$ cat config.mk
export PLATFORM = sky130hd
export DESIGN_NAME = ckr_clock_reset_ctrl
export DESIGN_NICKNAME = d
export VERILOG_FILES = /design/src/rtl/ckr_pkg.sv /design/src/rtl/ckr_restore_timer.sv /design/src/rtl/ckr_clock_reset_ctrl.sv
export SDC_FILE = /design/constraint.sdc
export NUM_CORES = 1
export LEC_CHECK = 0
export BUFFER_PORTS_ARGS = -buffer_cell sky130_fd_sc_hd__clkbuf_2
export CAP_MARGIN = 20
export CORE_AREA = 2 2 61 63
export DETAILED_ROUTE_END_ITERATION = 7
export DIE_AREA = 0 0 63 65
export PLACE_DENSITY = 0.87
export SLEW_MARGIN = 20
export SYNTH_ARGS = -nofsm -noshare
export SYNTH_HDL_FRONTEND = slang
export SYNTH_SLANG_ARGS = --single-unit
$ cat constraint.sdc
create_clock -name clk_i -period 4.5 [get_ports clk_i]
set_input_delay 0.675 -clock clk_i [delete_from_list [all_inputs] [get_ports clk_i]]
set_output_delay 0.675 -clock clk_i [all_outputs]
set_load 0.01 [all_outputs]
$ cat src/rtl/ckr_pkg.sv
/*
 * constants and carrier types for the clock-enable and soft-reset block.
 * assumes a byte-addressed register port with 32-bit data.
 */
package ckr_pkg;

   // ------------------------------------------------------------
   // register map
   // ------------------------------------------------------------
   localparam int ADDR_W = 8;
   localparam logic [7:0] OFS_IDLE_CLK_EN2 = 8'h08;
   localparam logic [7:0] OFS_PWR_RESTORE = 8'h0C;
   localparam logic [7:0] OFS_SOFT_RESET = 8'h10;

   // ------------------------------------------------------------
   // field positions
   // ------------------------------------------------------------
   localparam int BIT_PERIPH_CLK_ON = 2;
   localparam int BIT_OSTIMER_REFCLK_ON = 1;
   localparam int BIT_WDOG_CLK_ON = 0;
   localparam int BIT_POWER_CTRL_ON = 5;
   localparam int DLY_W = 5;
   localparam int BIT_GLOBAL_SOFT_RESET = 3;
   localparam int BIT_DSP_CFG_RUN = 2;
   localparam int BIT_DSP_RUN = 1;
   localparam int BIT_MPU_RESET = 0;

   // ------------------------------------------------------------
   // reset values
   // ------------------------------------------------------------
   localparam logic [2:0] RST_CLK_EN = 3'h4;
   localparam logic RST_POWER_CTRL_ON = 1'b1;
   localparam logic [4:0] RST_RESTORE_DELAY = 5'h1F;
   localparam logic RST_DSP_CFG_RUN = 1'b0;
   localparam logic RST_DSP_RUN = 1'b0;

   // ------------------------------------------------------------
   // types
   // ------------------------------------------------------------
   typedef enum logic [1:0] {
      ST_RUN = 2'b00,
      ST_IDLE = 2'b01,
      ST_RESTORE = 2'b10
   } ckr_state_t;

   typedef struct packed {
      logic periph;
      logic refclk;
      logic wdog;
   } ckr_clk_en_t;

   typedef struct packed {
      logic periph;
      logic refclk;
      logic wdog;
   } ckr_idle_sel_t;

endpackage

$ cat src/rtl/ckr_restore_timer.sv
/*
 * power-restore delay timer: counts rising edges of the memory-interface
 * reference clock after start. the reference clock arrives as a level
 * synchronous to clk_i and must be slower than half of clk_i.
 */
`timescale 1ns/10ps
module ckr_restore_timer #(
   parameter int DW = 5
) (
   input wire logic clk_i,
   input wire logic reset_n_i,
   input wire logic start_i,
   input wire logic [DW-1:0] count_i,
   input wire logic ref_level_i,
   output logic busy_o,
   output logic done_o
);

   logic ref_prev_r;
   logic [DW-1:0] cnt_r;
   logic ref_rise;

   assign ref_rise = ref_level_i & ~ref_prev_r;

   always_ff @(posedge clk_i) begin
      if (!reset_n_i) begin
         ref_prev_r <= 1'b0;
      end else begin
         ref_prev_r <= ref_level_i;
      end
   end

   always_ff @(posedge clk_i) begin
      if (!reset_n_i) begin
         cnt_r <= '0;
         busy_o <= 1'b0;
         done_o <= 1'b0;
      end else begin
         done_o <= 1'b0;
         if (start_i) begin
            cnt_r <= count_i;
            busy_o <= 1'b1;
         end else if (busy_o && cnt_r == '0) begin
            busy_o <= 1'b0;
            done_o <= 1'b1;
         end else if (busy_o && ref_rise) begin
            cnt_r <= cnt_r - 1'b1;
         end
      end
   end
endmodule

$ cat src/rtl/ckr_clock_reset_ctrl.sv
/*
 * clock-enable, power-restore and software-reset control registers.
 * assumes a plain register port (one-cycle strobes, read data next cycle)
 * and that idle, watchdog-mode and reference-clock inputs are synchronous.
 */
// Operation
// - bit 2 off stops peripheral clock; on allows idle gating; reset 1
// - bit 1 gates OS timer and reference clock together; reset 0
// - bit 0 gates timer/watchdog clock, idle gating allowed; reset 0
// - watchdog mode keeps its clock running regardless of enable or gate
// - power control bit 5 off drives flash pin low in idle; reset 1
// - five-bit delay, reference clock cycles from pin rise to restart
// - global reset bit 3 pulses system reset, self-clears, reads zero
// - bit 2 holds DSP config logic in reset; external reset forces zero
// - DSP run bit 1 low holds DSP core in reset; software sets it
// - MPU reset bit 0 pulses MPU reset, self-clears, reads zero
// - write with DSP run 0 and MPU reset 1 starts global reset
// - reserved bits ignore writes; read as zero here
// - peripheral idle select stops peripheral clock at idle entry
`timescale 1ns/10ps
module ckr_clock_reset_ctrl #(
   parameter int AW = ckr_pkg::ADDR_W
) (
   input wire logic clk_i,
   input wire logic reset_n_i,
   input wire logic [AW-1:0] addr_i,
   input wire logic [31:0] wdata_i,
   input wire logic wr_i,
   input wire logic rd_i,
   output logic [31:0] rdata_o,
   input wire logic idle_i,
   input wire ckr_pkg::ckr_idle_sel_t idle_sel_i,
   input wire logic wdog_mode_i,
   input wire logic ext_reset_i,
   input wire logic memif_ref_clock_i,
   output ckr_pkg::ckr_clk_en_t clk_en_o,
   output logic flash_power_pin_o,
   output logic global_soft_reset_o,
   output logic mpu_reset_o,
   output logic dsp_run_o,
   output logic dsp_cfg_run_o
);

   // ------------------------------------------------------------
   // registers
   // ------------------------------------------------------------
   logic [2:0] clk_on_r;
   logic power_ctrl_on_r;
   logic [ckr_pkg::DLY_W-1:0] restore_delay_count_r;
   logic dsp_cfg_run_r;
   logic dsp_run_r;
   logic global_rst_r;
   logic mpu_rst_r;
   logic flash_pin_r;
   logic [31:0] rdata_r;
   ckr_pkg::ckr_clk_en_t clk_en_r;
   ckr_pkg::ckr_state_t state_r;
   ckr_pkg::ckr_state_t state_nxt;
   logic wr_clk;
   logic wr_pwr;
   logic wr_rst;
   logic soft_global;
   logic timer_start;
   logic timer_busy;
   logic timer_done;
   logic gated_nxt;

   assign wr_clk = wr_i && addr_i == ckr_pkg::OFS_IDLE_CLK_EN2;
   assign wr_pwr = wr_i && addr_i == ckr_pkg::OFS_PWR_RESTORE;
   assign wr_rst = wr_i && addr_i == ckr_pkg::OFS_SOFT_RESET;
   assign soft_global = wr_rst && (wdata_i[ckr_pkg::BIT_GLOBAL_SOFT_RESET]
      || (!wdata_i[ckr_pkg::BIT_DSP_RUN]
          && wdata_i[ckr_pkg::BIT_MPU_RESET]));

   // ------------------------------------------------------------
   // register writes
   // ------------------------------------------------------------
   // only defined bits stored
   always_ff @(posedge clk_i) begin
      if (!reset_n_i) begin
         clk_on_r <= ckr_pkg::RST_CLK_EN;
      end else if (wr_clk) begin
         clk_on_r <= wdata_i[2:0];
      end
   end

   always_ff @(posedge clk_i) begin
      if (!reset_n_i) begin
         power_ctrl_on_r <= ckr_pkg::RST_POWER_CTRL_ON;
         restore_delay_count_r <= ckr_pkg::RST_RESTORE_DELAY;
      end else if (wr_pwr) begin
         power_ctrl_on_r <= wdata_i[ckr_pkg::BIT_POWER_CTRL_ON];
         restore_delay_count_r <= wdata_i[ckr_pkg::DLY_W-1:0];
      end
   end

   // external reset forces config hold
   // external pins win over a software release in the same cycle
   always_ff @(posedge clk_i) begin
      if (!reset_n_i || ext_reset_i) begin
         dsp_cfg_run_r <= ckr_pkg::RST_DSP_CFG_RUN;
      end else if (wr_rst) begin
         dsp_cfg_run_r <= wdata_i[ckr_pkg::BIT_DSP_CFG_RUN];
      end
   end

   // DSP held until software sets run
   always_ff @(posedge clk_i) begin
      if (!reset_n_i || ext_reset_i) begin
         dsp_run_r <= ckr_pkg::RST_DSP_RUN;
      end else if (soft_global) begin
         dsp_run_r <= 1'b0;
      end else if (wr_rst) begin
         dsp_run_r <= wdata_i[ckr_pkg::BIT_DSP_RUN];
      end
   end

   always_ff @(posedge clk_i) begin
      if (!reset_n_i) begin
         global_rst_r <= 1'b0;
         mpu_rst_r <= 1'b0;
      end else begin
         global_rst_r <= soft_global;
         mpu_rst_r <= wr_rst && wdata_i[ckr_pkg::BIT_MPU_RESET];
      end
   end

   // ------------------------------------------------------------
   // read port
   // ------------------------------------------------------------
   // reserved reads zero
   always_ff @(posedge clk_i) begin
      if (!reset_n_i) begin
         rdata_r <= 32'h0000_0000;
      end else begin
         rdata_r <= 32'h0000_0000;
         if (rd_i) begin
            unique case (addr_i)
               ckr_pkg::OFS_IDLE_CLK_EN2: begin
                  rdata_r[2:0] <= clk_on_r;
               end
               ckr_pkg::OFS_PWR_RESTORE: begin
                  rdata_r[ckr_pkg::BIT_POWER_CTRL_ON] <= power_ctrl_on_r;
                  rdata_r[ckr_pkg::DLY_W-1:0] <= restore_delay_count_r;
               end
               ckr_pkg::OFS_SOFT_RESET: begin
                  rdata_r[ckr_pkg::BIT_DSP_CFG_RUN] <= dsp_cfg_run_r;
                  rdata_r[ckr_pkg::BIT_DSP_RUN] <= dsp_run_r;
               end
               default: begin
                  rdata_r <= 32'h0000_0000;
               end
            endcase
         end
      end
   end

   // ------------------------------------------------------------
   // idle and power-restore sequencing
   // ------------------------------------------------------------
   // pin first, delay, then clocks
   always_comb begin
      state_nxt = state_r;
      timer_start = 1'b0;
      unique case (state_r)
         ckr_pkg::ST_RUN: begin
            if (idle_i) begin
               state_nxt = ckr_pkg::ST_IDLE;
            end
         end
         ckr_pkg::ST_IDLE: begin
            if (!idle_i && !flash_pin_r) begin
               state_nxt = ckr_pkg::ST_RESTORE;
               timer_start = 1'b1;
            end else if (!idle_i) begin
               state_nxt = ckr_pkg::ST_RUN;
            end
         end
         ckr_pkg::ST_RESTORE: begin
            if (timer_done) begin
               state_nxt = ckr_pkg::ST_RUN;
            end
         end
         default: begin
            state_nxt = ckr_pkg::ST_RUN;
         end
      endcase
   end

   always_ff @(posedge clk_i) begin
      if (!reset_n_i) begin
         state_r <= ckr_pkg::ST_RUN;
      end else begin
         state_r <= state_nxt;
      end
   end

   // flash pin low in idle unless power control on
   always_ff @(posedge clk_i) begin
      if (!reset_n_i) begin
         flash_pin_r <= 1'b1;
      end else begin
         flash_pin_r <= !(state_nxt == ckr_pkg::ST_IDLE && !power_ctrl_on_r);
      end
   end

   ckr_restore_timer #(
      .DW(ckr_pkg::DLY_W)
   ) u_timer (
      .clk_i(clk_i),
      .reset_n_i(reset_n_i),
      .start_i(timer_start),
      .count_i(restore_delay_count_r),
      .ref_level_i(memif_ref_clock_i),
      .busy_o(timer_busy),
      .done_o(timer_done)
   );

   // ------------------------------------------------------------
   // clock enables
   // ------------------------------------------------------------
   // idle-selected clocks stay gated through the restore wait so nothing runs on a
   // memory that is still powering up
   assign gated_nxt = state_nxt != ckr_pkg::ST_RUN;

   always_ff @(posedge clk_i) begin
      if (!reset_n_i) begin
         clk_en_r <= '{periph: 1'b1, refclk: 1'b0, wdog: 1'b0};
      end else begin
         clk_en_r.periph <= clk_on_r[ckr_pkg::BIT_PERIPH_CLK_ON]
            && !(gated_nxt && idle_sel_i.periph);
         clk_en_r.refclk <= clk_on_r[ckr_pkg::BIT_OSTIMER_REFCLK_ON]
            && !(gated_nxt && idle_sel_i.refclk);
         clk_en_r.wdog <= wdog_mode_i
            || (clk_on_r[ckr_pkg::BIT_WDOG_CLK_ON]
                && !(gated_nxt && idle_sel_i.wdog));
      end
   end

   assign rdata_o = rdata_r;
   assign clk_en_o = clk_en_r;
   assign flash_power_pin_o = flash_pin_r;
   assign global_soft_reset_o = global_rst_r;
   assign mpu_reset_o = mpu_rst_r;
   assign dsp_run_o = dsp_run_r;
   assign dsp_cfg_run_o = dsp_cfg_run_r;
endmodule

==> flow_summary.json <==
{
  "synthTopCellsByArea": "sky130_fd_sc_hd__dfxtp_1 43%, sky130_fd_sc_hd__buf_4 13%, sky130_fd_sc_hd__mux2i_1 5.9%",
  "cts_post_setup_buffers_inserted": 0,
  "critical_path_arrival_ps": 2130,
  "power.density_nw_per_um2": 303,
  "synth_ff_type": "sky130_fd_sc_hd__dfxtp_1",
  "worstPathMaxFanout": 7,
  "clk_path_buf_depth": 2,
  "drc": 0,
  "min_from": "clk_on_r[1]",
  "placed_cells_incl_taps": 250,
  "synth_seq_area_share_pct": 43.0,
  "numCtsBuffers": 5,
  "area_share_of_the_leading_cell_type_in_the_synthesized_netlist_pct": 43.0,
  "numnets_final": 262,
  "grt_remaining_overflow": 0,
  "reg2reg_slack_ps": 2590,
  "routed_wire_length_per_instance_um": 10.7,
  "grt_antenna_before_repair": 0,
  "ctsHtreeMaxLevel": 2,
  "io_pins": 91,
  "end_kind": "flop",
  "num_vias": 1202,
  "drt_first_pass_iters": 4,
  "worstHoldPathType": "reg2reg",
  "syn_inst": 171,
  "worstPathRequired_ps": 4710,
  "cts-root-buf": "sky130_fd_sc_hd__clkbuf_4",
  "grt_util_all_layers_pct": 15.4,
  "diodes": 0,
  "design.core.area_sq_um": 3500,
  "grt_pass1_wl_um": 4730,
  "tns_ps": 0,
  "synthesis.yosys.warnings": 0,
  "post-route-cell-area_sq_um": 1720,
  "register_bit_total_from_synthesis": 33,
  "area_growth_syn_to_layout_pct": 12.3,
  "fin_cells": 258,
  "wirelength_um": 2760,
  "grt_pass1_vias": 1139,
  "period_needed_ps": 1920,
  "resized_gates_after_cts": 0,
  "starting_density_pct": 43.9,
  "r2r.worst_path.cells": 6,
  "drtIter0Drc": 30,
  "final_core_density_pct": 49.3,
  "max_clock_freq_ghz": 0.521,
  "die_w_um": 63,
  "final_min_period_over_clock_period_pct": 42.7,
  "multi_input_area_sq_um": 717,
  "core.rowCount": 22,
  "seq_area_sq_um": 661,
  "min_delay_path_depth": 2,
  "worstHoldEndpoint": "clk_en_o[1]",
  "cpPeakStageDelay_ps": 550,
  "dpl_cell_area_sq_um": 1650,
  "preCtsSetupSlack_ps": 2220,
  "viasPerCell": 4.66,
  "synth.cell_area_sq_um": 1540,
  "start_kind": "input pin",
  "r2r-end": "u_timer.cnt_r[1]",
  "tritoncts": "built",
  "slew_viol_final": 0,
  "ctsHoldBuffers": 0,
  "report.final.hold_viol_count": 0,
  "critical_path.cell_chain": "clkbuf_2 -> or4b_4 -> or3_1 -> mux2i_1 -> nand2_1",
  "setup_viol_count_final": 0,
  "fillerInstances": 343,
  "async_reset_ff_share_pct": 0,
  "drive_gt1_share_pct": 23.8,
  "grt_max_degree": 29,
  "place_congestion": 0.759,
  "yosys.cell_count.top_type": "sky130_fd_sc_hd__dfxtp_1",
  "status": "complete, no violations",
  "rsz0062_at_grt": "false",
  "place_hpwl_um": 2150,
  "clock_skew_ps": 2.50,
  "rr_startpoint": "u_timer.cnt_r[0]",
  "postRouteAntennaNets": 0,
  "post_route_total_power_mw": 0.523,
  "power_leakage_nw": 0.826,
  "vdd_ir_drop_max_mv": 0.108,
  "ys_types": 36,
  "clkSinkCount": 33,
  "worst_skew_pair_later_pin_latency_ps": 340,
  "postSynthAreaPerCell_sq_um": 8.98,
  "chipHeight_um": 65,
  "hold_ws_ps": 469,
  "post_synth_most_frequent_cells": "33 x sky130_fd_sc_hd__dfxtp_1, 26 x sky130_fd_sc_hd__buf_4, 15 x sky130_fd_sc_hd__nand2_1, 10 x sky130_fd_sc_hd__nor2_1",
  "max_slew_margin_pct": 45.1,
  "floorplan.die_area_sq_um": 4100,
  "timing.critical_path.slowest_stage_cell": "sky130_fd_sc_hd__or4b_4",
  "max-cap-violations": 0,
  "worst_slew_pin_tran_ps": 812,
  "clkSlewWorstSetupHoldPaths_ps": 100,
  "worstSetupPathType": "in2reg",
  "post-route-worst-setup-slack_ps": 2580,
  "post-synth-top-area-cell": "sky130_fd_sc_hd__dfxtp_1",
  "synth_edf_count": 0,
  "port-buffer-count": 38
}
[routing by layer]
layer	part of all wire, %	global-route usage [%]	vias to the layer above
met4	3.0	10.6	0
met1	39	14.8	552
li1	-	-	604
met3	6.5	5.73	6
met5	0	0	-
met2	52	27.1	40
[cell families after synthesis]
logic type / synth area share, %
XOR/XNOR: 2.28
flip-flops: 43.0
multiplexers: 6.60
adder cells (fa/ha/maj): 1.63
buffers and inverters: 16.4
AND/OR/NAND/NOR: 20.0
AO/OA/AOI/OAI: 9.78
other: 0.244
[worst max-delay path by stage]
stage | startpoint | cells after the start | endpoint
3_5_place_dp | addr_i[1] | 5 | restore_delay_count_r[0]
5_1_grt | u_timer.cnt_r[0] | 6 | u_timer.cnt_r[1]
2_1_floorplan | addr_i[1] | 5 | power_ctrl_on_r
4_1_cts | addr_i[1] | 5 | restore_delay_count_r[0]
6_report | addr_i[1] | 5 | restore_delay_count_r[0]
3_3_place_gp | addr_i[1] | 5 | power_ctrl_on_r
[critical path, delay by kind of cell]
| family | cells | cell delay [ps] |
|---|---|---|
| buf+inv | 1 | 100 |
| mux | 1 | 200 |
| simple gates | 3 | 1150 |
[area by class of cell]
class	count	share of cell area (%)
clock buffer	7	3.77
clock inverter	1	0.290
inverter	7	1.52
multi-input combinational	124	41.6
sequential	33	38.3
tap	48	3.48
timing repair buffer	38	11.0
[flip-flops by register name, indices dropped and copies added (netlist names), 2 cells and up]
register	count
clk_en_o	3
clk_on_r	3
rdata_o	6
restore_delay_count_r	5
state_r	2
u_timer.cnt_r	5
[where the power goes]
group	internal, mW	leakage [nW]	switching (mW)	total [mW]
registers	0.294	0.267	0.000596	0.294
clock network	0.0905	0.0413	0.0985	0.189
logic	0.0140	0.518	0.0254	0.0394
[layout by cell type (no fill, tap or decap), types with 2 or more instances in the layout]
cell / count
sky130_fd_sc_hd__clkbuf_8: 2
sky130_fd_sc_hd__o211ai_1: 2
sky130_fd_sc_hd__nand2_1: 15
sky130_fd_sc_hd__nand2b_1: 2
sky130_fd_sc_hd__o21ai_0: 9
sky130_fd_sc_hd__conb_1: 26
sky130_fd_sc_hd__nor3b_1: 2
sky130_fd_sc_hd__clkbuf_2: 38
sky130_fd_sc_hd__mux2i_1: 9
sky130_fd_sc_hd__a21oi_1: 6
sky130_fd_sc_hd__nand3_1: 3
sky130_fd_sc_hd__ha_1: 2
sky130_fd_sc_hd__a21boi_0: 3
sky130_fd_sc_hd__inv_1: 7
sky130_fd_sc_hd__nor4b_1: 2
sky130_fd_sc_hd__nor3_1: 6
sky130_fd_sc_hd__a22oi_1: 2
sky130_fd_sc_hd__clkbuf_4: 5
sky130_fd_sc_hd__nor2_1: 10
sky130_fd_sc_hd__or3_1: 3
sky130_fd_sc_hd__dfxtp_1: 33
sky130_fd_sc_hd__and2_1: 5
sky130_fd_sc_hd__xnor2_1: 4
No activity file was read; power rests on OpenSTA's default activity.
